### src/common/self_test_regs.vh
// Function
// - Error bits 0..4 flag ROM, RAM, flash, optical buffer, digital potentiometer faults
// - Bits 5..9 only set by full instrument test, never by confidence test
// - Test result is zero on pass, else nonzero up to 1023
// - Every commanded-test subtest runs even after a failure; each failure sets its bit
// - Power-up beeps: 1 ROM/RAM, 2 flash, 3 optical, 6 pot, 5 loop-back (power-up checks end at pot, so 5 never sounds)
// - A failed power-up check repeats forever, never reaching normal operation
// - Power-up test skipped when all address switches read one
// - Bypassed: beep on/off equally until switches hold a valid address
// - Confidence test checks memory, timer, optical buffer and reference
// - Confidence test leaves instrument power output unchanged
// - Full test drives output limits, current mode at 1 V, readback both scales
// - Uncalibrated unit reports flash fault in confidence test
// - Failures reported to error queue; power-up failures also by audible beeps
// - Switches set at power-up may give three ready beeps
`ifndef SELF_TEST_REGS_VH
`define SELF_TEST_REGS_VH

// ----------------------------------------
// Register offsets
// ----------------------------------------
`define REG_CTRL 4'h0
`define REG_STATUS 4'h1
`define REG_RESULT 4'h2
`define REG_INJECT 4'h3

// ----------------------------------------
// Fields
// ----------------------------------------
`define CTRL_CONF_BIT 0
`define CTRL_FULL_BIT 1
`define STAT_BUSY_BIT 0
`define STAT_DONE_BIT 1
`define STAT_PASS_BIT 2
`define STAT_HALT_BIT 3
`define STAT_BYP_BIT 4
`define STAT_READY_BIT 5
`define ERR_ROM 4'h0
`define ERR_RAM 4'h1
`define ERR_FLASH 4'h2
`define ERR_OPT 4'h3
`define ERR_POT 4'h4
`define ERR_LOOP 4'h5
`define ERR_MAXV 4'h6
`define ERR_MINV 4'h7
`define ERR_QVOLT 4'h8
`define ERR_QREAD 4'h9
`define CONF_MASK 10'h01F
`define FULL_MASK 10'h3FF

// ----------------------------------------
// Beep codes and timing
// ----------------------------------------
`define BEEP_ROM 3'h1
`define BEEP_FLASH 3'h2
`define BEEP_OPT 3'h3
`define BEEP_LOOP 3'h5
`define BEEP_POT 3'h6
`define BEEP_READY 3'h3
`define CLK_HZ 50000000
`define BEEP_MS 100
`define BEEP_CYC ((`CLK_HZ / 1000) * `BEEP_MS)
`define SUBTEST_CYC 16

`endif

### src/builtin_self_test_reporter.v
// Decided for this implementation: the strobed register port and the placing of the registers.
`include "self_test_regs.vh"
`default_nettype none

module builtin_self_test_reporter #(
  parameter integer BEEP_CYCLES = `BEEP_CYC,
  parameter integer SUBTEST_CYCLES = `SUBTEST_CYC,
  parameter integer SW_BITS = 5
) (
  input wire ref_clk,
  input wire resetn,
  input wire clk_en,
  input wire [3:0] addr,
  input wire [15:0] wdata,
  input wire wr_stb,
  input wire rd_stb,
  output reg [15:0] rdata,
  input wire [SW_BITS-1:0] address_switch_bank,
  input wire [9:0] check_fail,
  input wire calibrated,
  output reg beep,
  output reg error_queue_push,
  output reg [9:0] error_queue_code,
  output reg output_drive_en,
  output reg [2:0] output_step,
  output reg normal_op
);

  // ----------------------------------------
  // States
  // ----------------------------------------
  localparam [5:0] ST_PU = 6'h01;
  localparam [5:0] ST_HALT = 6'h02;
  localparam [5:0] ST_BYP = 6'h04;
  localparam [5:0] ST_READY = 6'h08;
  localparam [5:0] ST_IDLE = 6'h10;
  localparam [5:0] ST_RUN = 6'h20;
  localparam [31:0] BEEP_N = (BEEP_CYCLES < 1) ? 32'd1 : BEEP_CYCLES;
  localparam [31:0] SUB_N = (SUBTEST_CYCLES < 1) ? 32'd1 : SUBTEST_CYCLES;

  reg [5:0] state;
  reg [3:0] sub_idx;
  reg [31:0] sub_cnt;
  reg [9:0] err_word;
  reg [9:0] result;
  reg [9:0] active_mask;
  reg [9:0] inject;
  reg full_mode;
  reg done;
  reg [3:0] halt_idx;
  reg [31:0] beep_cnt;
  reg [3:0] beeps_left;
  reg beep_phase;
  reg [2:0] next_code;
  reg start_conf;
  reg start_full;
  wire sw_all_on = &address_switch_bank;
  wire sub_fail = check_fail[sub_idx] | inject[sub_idx] |
    ((sub_idx == `ERR_FLASH) & ~calibrated);
  wire sub_end = (sub_cnt == SUB_N - 32'd1);

  // Beep count per failing check
  always @* begin
    case (halt_idx)
      `ERR_ROM, `ERR_RAM: next_code = `BEEP_ROM;
      `ERR_FLASH: next_code = `BEEP_FLASH;
      `ERR_OPT: next_code = `BEEP_OPT;
      `ERR_POT: next_code = `BEEP_POT;
      `ERR_LOOP: next_code = `BEEP_LOOP;
      default: next_code = 3'h0;
    endcase
  end

  // ----------------------------------------
  // Register port
  // ----------------------------------------
  always @(posedge ref_clk or negedge resetn) begin
    if (!resetn) begin
      rdata <= 16'h0000;
      inject <= 10'h000;
      start_conf <= 1'b0;
      start_full <= 1'b0;
    end else if (clk_en) begin
      start_conf <= wr_stb && addr == `REG_CTRL && wdata[`CTRL_CONF_BIT];
      start_full <= wr_stb && addr == `REG_CTRL && wdata[`CTRL_FULL_BIT];
      if (wr_stb && addr == `REG_INJECT)
        inject <= wdata[9:0];
      if (rd_stb) begin
        case (addr)
          `REG_STATUS: rdata <= {10'h000, state == ST_READY, state == ST_BYP,
            state == ST_HALT, done && result == 10'h000, done, state == ST_RUN};
          `REG_RESULT: rdata <= {6'h00, result};
          `REG_INJECT: rdata <= {6'h00, inject};
          default: rdata <= 16'h0000;
        endcase
      end else begin
        rdata <= 16'h0000;
      end
    end
  end

  // ----------------------------------------
  // Test sequencer
  // ----------------------------------------
  always @(posedge ref_clk or negedge resetn) begin
    if (!resetn) begin
      state <= ST_PU;
      sub_idx <= 4'h0;
      sub_cnt <= 32'd0;
      err_word <= 10'h000;
      result <= 10'h000;
      active_mask <= `CONF_MASK;
      full_mode <= 1'b0;
      done <= 1'b0;
      halt_idx <= 4'h0;
      error_queue_push <= 1'b0;
      error_queue_code <= 10'h000;
      output_drive_en <= 1'b0;
      output_step <= 3'h0;
      normal_op <= 1'b0;
    end else if (clk_en) begin
      error_queue_push <= 1'b0;
      case (state)
        // Power-up checks run in order; switches all on skip them
        ST_PU: begin
          if (sw_all_on) begin
            state <= ST_BYP;
          end else if (sub_end) begin
            sub_cnt <= 32'd0;
            if (sub_fail) begin
              halt_idx <= sub_idx;
              state <= ST_HALT;
              error_queue_push <= 1'b1;
              error_queue_code <= 10'h001 << sub_idx;
            end else if (sub_idx == `ERR_POT) begin
              sub_idx <= 4'h0;
              state <= ST_IDLE;
              normal_op <= 1'b1;
            end else begin
              sub_idx <= sub_idx + 4'h1;
            end
          end else begin
            sub_cnt <= sub_cnt + 32'd1;
          end
        end
        // Failed check repeats without end
        ST_HALT: begin
          sub_idx <= halt_idx;
          sub_cnt <= sub_end ? 32'd0 : sub_cnt + 32'd1;
        end
        // Wait for a valid address, then ready beeps
        ST_BYP: begin
          if (!sw_all_on)
            state <= ST_READY;
        end
        ST_READY: begin
          if (beeps_left == 4'h0 && !beep_phase && beep_cnt == 32'd0) begin
            state <= ST_IDLE;
            normal_op <= 1'b1;
          end
        end
        ST_IDLE: begin
          if (start_conf || start_full) begin
            state <= ST_RUN;
            full_mode <= start_full;
            active_mask <= start_full ? `FULL_MASK : `CONF_MASK;
            err_word <= 10'h000;
            done <= 1'b0;
            sub_idx <= 4'h0;
            sub_cnt <= 32'd0;
            output_drive_en <= 1'b0;
          end
        end
        // Commanded test: every subtest runs regardless of failures
        ST_RUN: begin
          // Output is driven only once the ROM, RAM, flash, optical and pot checks have passed; loop-back is not among them
          if (full_mode && sub_idx >= `ERR_MAXV && err_word[4:0] == 5'h00) begin
            output_drive_en <= 1'b1;
            output_step <= sub_idx[2:0] - 3'h5;
          end
          if (sub_end) begin
            sub_cnt <= 32'd0;
            if (sub_fail && active_mask[sub_idx]) begin
              err_word <= err_word | (10'h001 << sub_idx);
              error_queue_push <= 1'b1;
              error_queue_code <= 10'h001 << sub_idx;
            end
            if (sub_idx == (full_mode ? `ERR_QREAD : `ERR_POT)) begin
              result <= (err_word | ((sub_fail && active_mask[sub_idx]) ?
                (10'h001 << sub_idx) : 10'h000)) & active_mask;
              done <= 1'b1;
              state <= ST_IDLE;
              output_drive_en <= 1'b0;
              output_step <= 3'h0;
            end else begin
              sub_idx <= sub_idx + 4'h1;
            end
          end else begin
            sub_cnt <= sub_cnt + 32'd1;
          end
        end
        default: state <= ST_PU;
      endcase
    end
  end

  // ----------------------------------------
  // Beeper
  // ----------------------------------------
  always @(posedge ref_clk or negedge resetn) begin
    if (!resetn) begin
      beep <= 1'b0;
      beep_cnt <= 32'd0;
      beeps_left <= 4'h0;
      beep_phase <= 1'b0;
    end else if (clk_en) begin
      if (state == ST_BYP) begin
        // Equal on and off intervals
        if (beep_cnt == BEEP_N - 32'd1) begin
          beep_cnt <= 32'd0;
          beep <= ~beep;
        end else begin
          beep_cnt <= beep_cnt + 32'd1;
        end
        beeps_left <= `BEEP_READY;
        beep_phase <= 1'b0;
      end else if (state == ST_HALT || state == ST_READY) begin
        if (beep_cnt != 32'd0) begin
          beep_cnt <= beep_cnt - 32'd1;
        end else if (beep_phase) begin
          beep <= 1'b0;
          beep_phase <= 1'b0;
          beep_cnt <= BEEP_N;
        end else if (beeps_left != 4'h0) begin
          beep <= 1'b1;
          beep_phase <= 1'b1;
          beeps_left <= beeps_left - 4'h1;
          beep_cnt <= BEEP_N;
        end else if (state == ST_HALT) begin
          // Pause then repeat the code
          beeps_left <= {1'b0, next_code};
          beep_cnt <= BEEP_N + BEEP_N;
        end
      end else begin
        beep <= 1'b0;
        beep_cnt <= 32'd0;
        beep_phase <= 1'b0;
      end
    end
  end

endmodule

`default_nettype wire

### config.mk
export PLATFORM = sky130hd
export DESIGN_NAME = builtin_self_test_reporter
export DESIGN_NICKNAME = d
export VERILOG_FILES = /design/src/builtin_self_test_reporter.v
export VERILOG_INCLUDE_DIRS = /design/src /design/src/common
export SDC_FILE = /design/constraint.sdc
export NUM_CORES = 1
export LEC_CHECK = 0
export ABC_AREA = 1
export BUFFER_PORTS_ARGS = -buffer_cell sky130_fd_sc_hd__buf_2
export CAP_MARGIN = 30
export CORE_MARGIN = 8
export CORE_UTILIZATION = 50
export CTS_CLUSTER_SIZE = 30
export DETAILED_ROUTE_END_ITERATION = 8
export PLACE_DENSITY = 0.71
export RECOVER_POWER = 25
export SLEW_MARGIN = 40
export SYNTH_ARGS = -nofsm -noshare
export SYNTH_HDL_FRONTEND = slang
export SYNTH_SLANG_ARGS = --single-unit
### constraint.sdc
create_clock -name ref_clk -period 2.06 [get_ports ref_clk]
set_input_delay 0.412 -clock ref_clk [delete_from_list [all_inputs] [get_ports ref_clk]]
set_output_delay 0.412 -clock ref_clk [all_outputs]
set_load 0.02 [all_outputs]
After elaboration in Yosys (flattened, before gate mapping)
Cells that the tools add are included. W data, S select, Z words.

Register bits: 160. Input bits: 41. Output and inout bits: 33. Logic and storage cells: 219.

Add/sub/neg operators: 6. Magnitude comparators: 2. Equality and inequality tests: 39. Shift-type cells: 1. Mux-type cells: 91. Bitwise operators: 10. Reductions and logical operators: 48.

Operator list (count): $mux W32 (10); $mux W10 (10); $pmux W32 S3 (1); $add A32 B1 Y32 const B (2); $mux W4 (14); $mux W6 (9); $pmux W10 S2 (2); $pmux W6 S6 (1); $eq A32 B23 Y1 const B (1); $eq A32 B4 Y1 const B (1); $logic_not A32 Y1 (1); $reduce_bool A32 Y1 (1); $sub A32 B1 Y32 const B (1); $mux W1 (30); $pmux W10 S3 (1); $reduce_and A5 Y1 (5); $ne A2 B2 Y1 const B (11); $eq A4 B2 Y1 const B (5); $or A10 B10 Y10 (2); $mux W16 (1); $pmux W4 S4 (1); $pmux W3 S5 (1); $reduce_and A7 Y1 (2); $bmux W1 S4 (3); 41 further kinds (81).

Longest topological paths before layout
Gate-level depths: netlist of run 1.

Depth in word-level cells: 9. Gate-level depth with buffers: 14. Depth with buffers taken out: 13.

Least setup slack after synthesis of run 1
No wires, ideal clock.

Path type: flip-flop to flip-flop. Start point: register sub_idx[0]. End point: register error_queue_code[4]. Library setup time: 0.065 ns. Arrival: 1.977 ns. Data required time: 1.995 ns. Setup slack: 0.017 ns. Stages on the path, launching flop included: 14. Buffers on the path: 2. Period minus slack after synthesis: 2.043 ns. Cell sequence: dfrtp_1 -> buf_2 -> inv_1 -> ha_1 -> nand2_1 -> nor2_1 -> nand2_1 -> nand2_1 -> nand3b_1 -> nor2_1 -> nor2_1 -> buf_2 -> nand3_1 -> nand2_1.

Word-level cells in the longest chain between the ends: 7. Elaborated cells on any way between the ends: 21. Classes of those cells: eq/ne (3); shift (1); mux (12); bitwise (3); reduce/logical (2).

RTL lines: start, declared (line builtin_self_test_reporter.v:42) `reg [3:0] sub_idx;`; start signal, assigned (line builtin_self_test_reporter.v:140) `sub_idx <= sub_idx + 4'h1;`; start signal, assigned (line builtin_self_test_reporter.v:148) `sub_idx <= halt_idx;`; start signal, assigned (line builtin_self_test_reporter.v:196) `sub_idx <= sub_idx + 4'h1;`; $bmux W1 S4 (line builtin_self_test_reporter.v:58) `wire sub_fail = check_fail[sub_idx] | inject[sub_idx] |`; $mux W1 (not written as such) (line builtin_self_test_reporter.v:58); $or A1 B1 Y1 (2 in a row) (line builtin_self_test_reporter.v:58); $logic_and A1 B1 Y1 (line builtin_self_test_reporter.v:183) `if (sub_fail && active_mask[sub_idx]) begin`; $ne A2 B1 Y1 (no line); $reduce_and A7 Y1 (no line); end signal, assigned (line builtin_self_test_reporter.v:134) `error_queue_code <= 10'h001 << sub_idx;`; end signal, assigned (line builtin_self_test_reporter.v:186) `error_queue_code <= 10'h001 << sub_idx;`; end, declared (line builtin_self_test_reporter.v:23) `output reg [9:0] error_queue_code,`.

Several ways; a longest one is shown, not always the timed one. The select of a mux whose other input is x is not followed. A chain may end at the register's enable or synchronous reset.

Final worst setup path of run 1
Start point: register sub_cnt[25]. End point: register state[4].

Word-level cells in the longest chain between the ends: 3. Elaborated cells on any way between the ends: 4. Classes of those cells: eq/ne (3); reduce/logical (1).

RTL lines: start, declared (line builtin_self_test_reporter.v:43) `reg [31:0] sub_cnt;`; start signal, assigned (line builtin_self_test_reporter.v:143) `sub_cnt <= sub_cnt + 32'd1;`; start signal, assigned (line builtin_self_test_reporter.v:149) `sub_cnt <= sub_end ? 32'd0 : sub_cnt + 32'd1;`; start signal, assigned (line builtin_self_test_reporter.v:199) `sub_cnt <= sub_cnt + 32'd1;`; $eq A32 B4 Y1 * (line builtin_self_test_reporter.v:60) `wire sub_end = (sub_cnt == SUB_N - 32'd1);`; $ne A3 B3 Y1 (no line) or $ne A2 B2 Y1 (tied branches); $reduce_and A9 Y1 (no line) *; end signal, assigned (line builtin_self_test_reporter.v:107) `state <= ST_PU;`; end signal, assigned (line builtin_self_test_reporter.v:127) `state <= ST_BYP;`; end signal, assigned (line builtin_self_test_reporter.v:132) `state <= ST_HALT;`; end, declared (line builtin_self_test_reporter.v:41) `reg [5:0] state;`.

Mark *: on every way between the ends. The rest lies on a longest branch, timed or not.

==> results.toml, run 1 <==
[route]
drtAntennaViolNets = 0
drtIter0Drc = 1064
wl_um = 33400
drc_errors = 0
firstDrtPassIters = 6
wire_per_inst_um = 16.0
num_vias = 11411
viasPerCell = 5.46

[pwr]
p_leak_nw = 6.47
ir_worst_vdd_v = 0.000721
power.density_nw_per_um2 = 1310

[global_route]
grt_first_pass_wirelength_um = 54400
antenna_found_initial = 1
grt_use_total_pct = 25.9
grt_pass1_vias = 10705
use_met2_pct = 39.6
global_route.usage.met1_pct = 35.7
grt_util_met3_pct = 4.38
busiest_layer = "met2"
grt_max_degree = 42
grt_overflow = 0

[synthesis]
synthMuxAreaShare_pct = 0.215
synth.most_common_cell = "nand2_1"
synth-simple-area-share_pct = 41.9
synthDistinctLibCells = 45
synth_top_family_by_area = "simple AND/OR/NAND/NOR gates"
synth-seq-cells = 144
yosysTopAreaCell = "dfrtp_1"
avgSynthCellArea_um2 = 6.39
syn_inst = 1636
synth.top_cells.by_count = "522 x nand2_1, 221 x nor2_1, 187 x inv_1"
synth_fa_ha_area_share_pct = 1.79
synth_top_cell_area_share_pct = 34.2
synth-edff-count = 0
synthXorXnorAreaFrac_pct = 1.93
synth_compound_area_share_pct = 9.39
synth_area_leaders = "dfrtp_1 34%, nand2_1 19%, nor2_1 7.9%, nand3_1 6.8%, inv_1 6.7%"
syn-cell-area_um2 = 10500
ys_seq_area_share_pct = 34.5
synth_flop_cell = "dfrtp_1"
synth_warnings = 0
async_flop_share_pct = 100

[sta]
setup_ws_ps = 58.8
report.final.slew_viol_count = 0
worst_pin_slew_ps = 1280
worst_clock_skew_ps = 20.0
hold_viol = 0
fmax_mhz = 500
layout_min_cycle_time_ps = 2000
holdWs_ps = 227
max-slew-margin-rel_pct = 14.5
setup_viol = 0
rsz0062_at_grt = "true"
period_share_pct = 97.1

[die]
die_x_um = 161
io_pins = 74
start_util_pct = 50.4
core_area_um2 = 20800
die-area_um2 = 25800
die_h_um = 161
row_count = 53

[final_layout]
fillers = 1969
drive_above_1_share_pct = 17.5
finalNetCount = 1857
final_util_pct = 61.0
syn2layout_area_growth_pct = 21.1
num_antenna_cells = 0

[placement]
dpl.hpwl_um = 25500
numPortBuffers = 61
place_congestion = 0.964
dp_slack_ps = 42.5

[cts]
numCtsBuffers = 17
clk-insertion-delay-late_ps = 440
cts_tree = "built"
cts.sinks = 144
cts_root_buf = "clkbuf_16"
path_clk_slew_ps = 70
cts_max_level = 4
cts_buffer_depth = 2

[hold_path]
hold_class = "input pin to flop"

[setup_path]
cp.arrival_ps = 2320
crit_type = "flop to flop"
critPathMaxFanout = 6
cp-end-kind = "flop"
required_ps = 2380
cp-start-kind = "flop"

[flow_run]
cap_viol_max_count = 0

[outcome]
status = "finished clean"
[worst max-delay path: stages (launching register included)]
cell	delay (ps)
dfrtp_1	450
nor2_1	210
nand2_1	150
nor2_1	130
nand2_1	110
o21ai_0	200
buf_4	170
nand2_1	60
nor2_2	140
nand3_4	110
nand2_1	90
nand2_1	50
[registers in the layout, summed over array words and instances (netlist names), 3 cells and up]
name,count
result,10
state,6
beep_cnt,32
beeps_left,4
err_word,10
halt_idx,4
rdata,10
output_step,3
sub_idx,4
sub_cnt,32
inject,10
error_queue_code,10
[final timing paths]
check | from | endpoint | slack, ps | cells after the start
setup reg to reg | sub_cnt[25]$_DFFE_PN0P_ | state[4]$_DFFE_PN0P_ | 60 | 11
min in group asynchronous | resetn | beep_cnt[19]$_DFFE_PN0P_ | 800 | 2
max in group asynchronous | resetn | beep_cnt[30]$_DFFE_PN0P_ | 380 | 3
setup / recovery | sub_cnt[25]$_DFFE_PN0P_ | state[4]$_DFFE_PN0P_ | 60 | 11
hold / removal | wdata[8] | inject[8]$_DFFE_PN0P_ | 230 | 3
hold reg to reg | error_queue_code[7]$_DFFE_PN0P_ | error_queue_code[7]$_DFFE_PN0P_ | 470 | 2
[placed cells by master (no fill, tap or decap), types with 3 or more instances in the layout]
master      count
a21oi_1        43
a221oi_1        3
a31oi_1         3
buf_12          7
buf_2          60
buf_4         122
clkbuf_16      17
clkinvlp_4      3
conb_1          6
dfrtp_1       137
dfrtp_2         6
ha_1           15
inv_1         180
inv_2          13
inv_4           4
inv_6           5
nand2_1       515
nand2_2        12
nand2_4         3
nand3_1       141
nand3_2         3
nand3b_1       14
nand4_1        45
nor2_1        202
nor2_2         26
nor2_4         14
nor3_1         30
nor4_1          3
o211ai_1        7
o21ai_0        77
o21ai_1        31
o22ai_1         9
o31ai_1         4
xnor2_1         4
xor2_1         19
[what timing repair did]
action / in CTS / in global routing
endpoints found under the setup margin: 0 / 101
endpoints found under the hold margin: 35 / 0
gates resized for setup: 0 / 74
hold buffers: 1 / 0
buffers inserted: 0 / 12
[cell type report]
cell class | count | area (um2) | area share, %
Clock inverter | 14 | 150 | 1.19
Clock buffer | 18 | 429 | 3.39
Multi-Input combinational cell | 1246 | 5980 | 47.2
Timing Repair Buffer | 193 | 1390 | 11.0
Sequential cell | 144 | 3610 | 28.5
Inverter | 199 | 761 | 6.00
Tap cell | 275 | 344 | 2.72
[layer usage]
metal	wire length [um]	vias up
met4	1050	2
li1	-	5579
met3	2200	88
met2	15100	454
met5	13	-
met1	15000	5288
[report_power, final]
part / leakage [nW] / internal (mW) / total (mW) / switching, mW
clock network: 0.279 / 1.71 / 3.12 / 1.41
registers: 1.91 / 3.33 / 3.83 / 0.501
logic: 4.29 / 3.42 / 9.61 / 6.19
total: 6.47 / 8.46 / 16.6 / 8.10
[kinds of logic (layout without fill, tap and decap cells)]
logic type               count (synthesis)  in the layout
AO/OA/AOI/OAI                          182            182
multiplexers                             2              2
AND/OR/NAND/NOR                       1018           1018
other                                    1              6
buffers and inverters                  251            424
flip-flops                             144            144
adder cells (fa/ha/maj)                 15             15
XOR/XNOR                                23             23
[metrics by stage]
| step | cells | cell area, um2 | total power, mW | TNS [ps] |
|---|---|---|---|---|
| after floorplan | 1641 | 10500 | 9.77 | 0 |
| after global placement | 2043 | 11800 | 12.6 | 0 |
| after detailed placement | 2043 | 11800 | 12.7 | 0 |
| after CTS | 2076 | 12400 | 15.9 | 0 |
| after global routing | 2089 | 12700 | 17.8 | -193 |
| final | 2089 | 12700 | 16.6 | 0 |
No activity file was read; power rests on OpenSTA's default activity.
==> run 2, diff against run 1 <==
--- a/config.mk
+++ b/config.mk
@@ -13,7 +13,7 @@
 export CORE_UTILIZATION = 50
 export CTS_CLUSTER_SIZE = 30
 export DETAILED_ROUTE_END_ITERATION = 8
-export PLACE_DENSITY = 0.71
+export PLACE_DENSITY = 0.68
 export RECOVER_POWER = 25
 export SLEW_MARGIN = 40
 export SYNTH_ARGS = -nofsm -noshare
==> constraint.sdc (replaced) <==
create_clock -name ref_clk -period 2.36 [get_ports ref_clk]
set_input_delay 0.472 -clock ref_clk [delete_from_list [all_inputs] [get_ports ref_clk]]
set_output_delay 0.472 -clock ref_clk [all_outputs]
set_load 0.02 [all_outputs]
==> results.toml, run 2 (synthesized netlist as in run 1, its figures left out) <==
[setup_path]
critPathMaxFanout = 10
crit_cells = 11
cp.arrival_ps = 2480
crit_buf_inv = 1
required_ps = 2700
r2r_cells = 11
cp-start-kind = "flop"
critical_path.top_delay_family = "simple AND/OR/NAND/NOR gates"
path_cells = "inv_1, nand2_1, nor2_1, nand3_1, nand2_1, nand3b_1, nor2_1, nor2_1, nand2_2, nand2_1, nand2_1"
cpMaxStageDelayCell = "dfrtp_1"
rrSetupSlack_ps = 210
reg2reg_to = "error_queue_code[5]$_DFFE_PN0P_"
cp-end-kind = "flop"
r2r-start = "sub_idx[2]$_DFFE_PN0P_"
cpPeakStageDelay_ps = 440
path_common_cell = "nand2_1"
crit_start = "sub_idx[2]$_DFFE_PN0P_"
crit_type = "flop to flop"

[cts]
cts_buffer_depth = 2
cts_tree = "built"
cts_root_buf = "clkbuf_16"
cts_max_level = 4
path_clk_slew_ps = 80
clk-insertion-delay-late_ps = 440
numCtsBuffers = 17
cts.sinks = 144

[pwr]
finalPower_mw = 13.4
p_comb_share_pct = 53.5
p_int_mw = 6.56
clockPowerShare_pct = 20.8
swShare_pct = 50.9
power.density_nw_per_um2 = 1130
p_switching_mw = 6.82
seqPwrFrac_pct = 25.6
ir_worst_vdd_v = 0.000642
p_leak_nw = 6.09

[route]
drc_errors = 0
drtAntennaViolNets = 0
wire_per_inst_um = 16.0
drtIter0Drc = 960
firstDrtPassIters = 5
viasPerCell = 5.43
num_vias = 10940
wl_um = 32200

[die]
die_x_um = 161
die_h_um = 161
die-area_um2 = 25800
io_pins = 74
core_area_um2 = 20800
row_count = 53
start_util_pct = 50.4

[final_layout]
finalInstanceArea_um2 = 11900
layout_commonest_cell = "nand2_1"
syn2layout_area_growth_pct = 13.7
final_util_pct = 57.3
fillers = 2063
drive_above_1_share_pct = 11.8
finalNetCount = 1783
finalNonFillerCells = 2015
final_cell_mix = "521 x nand2_1, 220 x nor2_1, 186 x inv_1, 143 x nand3_1, 143 x dfrtp_1"
reg.largest.list = "beep_cnt x32, sub_cnt x32"
num_antenna_cells = 0

[placement]
numPortBuffers = 61
dp_slack_ps = 205
dp.cells = 1982
place_congestion = 0.973
placed_cell_area_um2 = 11300
dpl.hpwl_um = 24700

[sta]
fmax_mhz = 466
setup_viol = 0
hold_viol = 0
max-slew-margin-rel_pct = 9.68
setup_ws_ps = 215
layout_min_cycle_time_ps = 2150
rsz0062_at_grt = "true"
report.final.slew_viol_count = 0
worst_clock_skew_ps = 15.7
worst_pin_slew_ps = 1350
period_share_pct = 90.9

[hold_path]
hold_start = "wdata[7]"
whs_path_depth = 3
min_to = "inject[7]$_DFFE_PN0P_"
hold_class = "input pin to flop"

[global_route]
grt_overflow = 0
grt_max_degree = 50
global_route.usage.met1_pct = 34.6
grt_pass1_vias = 10330
grt_first_pass_wirelength_um = 52600
antenna_found_initial = 0
grt_use_total_pct = 25.1
grt_util_met3_pct = 4.04
use_met2_pct = 39.1
busiest_layer = "met2"

[outcome]
status = "finished clean"

[flow_run]
cap_viol_max_count = 0
run 2: cell types whose count changed in the layout (fill, tap and decap cells not counted), moves of 4 or more:
cell / delta
inv_4: -4
inv_1: +6
buf_4: -69
nand2_1: +6
nor2_1: +18
nor2_4: -10
nor2_2: -8
dfrtp_1: +6
clkinv_8: +4
dfrtp_2: -6
buf_12: -4
run 2: worst reg2reg max path, cell delays in order, from the launching register on:
cell	delay, ps
dfrtp_1	440
inv_1	270
nand2_1	120
nor2_1	100
nand3_1	80
nand2_1	80
nand3b_1	250
nor2_1	70
nor2_1	270
nand2_2	200
nand2_1	100
nand2_1	50
run 2: power groups by stage:
stage                     combinational (mW)  sequential [mW]  clock, mW
after global routing                    7.99             3.49       2.92
after CTS                               7.04             3.42       2.82
after global placement                  6.90             3.45          0
after detailed placement                6.99             3.46          0
after floorplan                         5.23             3.30          0
final                                   7.16             3.43       2.79
run 2: final cells by class:
class                   instances  area (um2)  area share, %
clock buffers                  17         425           3.58
clock inverters                15         181           1.53
repair buffers                119         778           6.55
flip-flops and latches        144        3600           30.3
well taps                     275         344           2.89
inverters                     199         747           6.28
multi-input cells            1246        5810           48.9
run 2: repair_timing:
item / 4_1_cts / 5_1_grt
hold buffers: 1 / 0
endpoints found under the hold margin: 5 / 0
endpoints found under the setup margin: 0 / 8
resized for setup: 0 / 3
buffers inserted: 0 / 0
run 2: worst max-delay path by stage:
| stage | endpoint | slack [ps] |
|---|---|---|
| after global placement | beep_cnt[10]$_DFFE_PN0P_ | 220 |
| after global routing | result[2]$_DFFE_PN0P_ | -4 |
| after CTS | beep_cnt[10]$_DFFE_PN0P_ | 190 |
| after detailed placement | beep_cnt[10]$_DFFE_PN0P_ | 200 |
| final | error_queue_code[5]$_DFFE_PN0P_ | 210 |
| after floorplan | error_queue_code[4]$_DFFE_PN0P_ | 320 |
run 2: stage by stage:
| stage | TNS (ps) | hold WS [ps] |
|---|---|---|
| 3_3_place_gp | 0 | 452 |
| 6_report | 0 | 287 |
| 3_5_place_dp | 0 | 460 |
| 2_1_floorplan | 0 | 176 |
| 5_1_grt | -4.38 | 285 |
| 4_1_cts | 0 | 276 |
run 2: metal layers:
metal  routed length [um]  vias to the layer above
li1                     -                     5430
met1                14900                     5065
met2                14300                      382
met3                 2080                       63
met4                  894                        0
met5                    0                        -
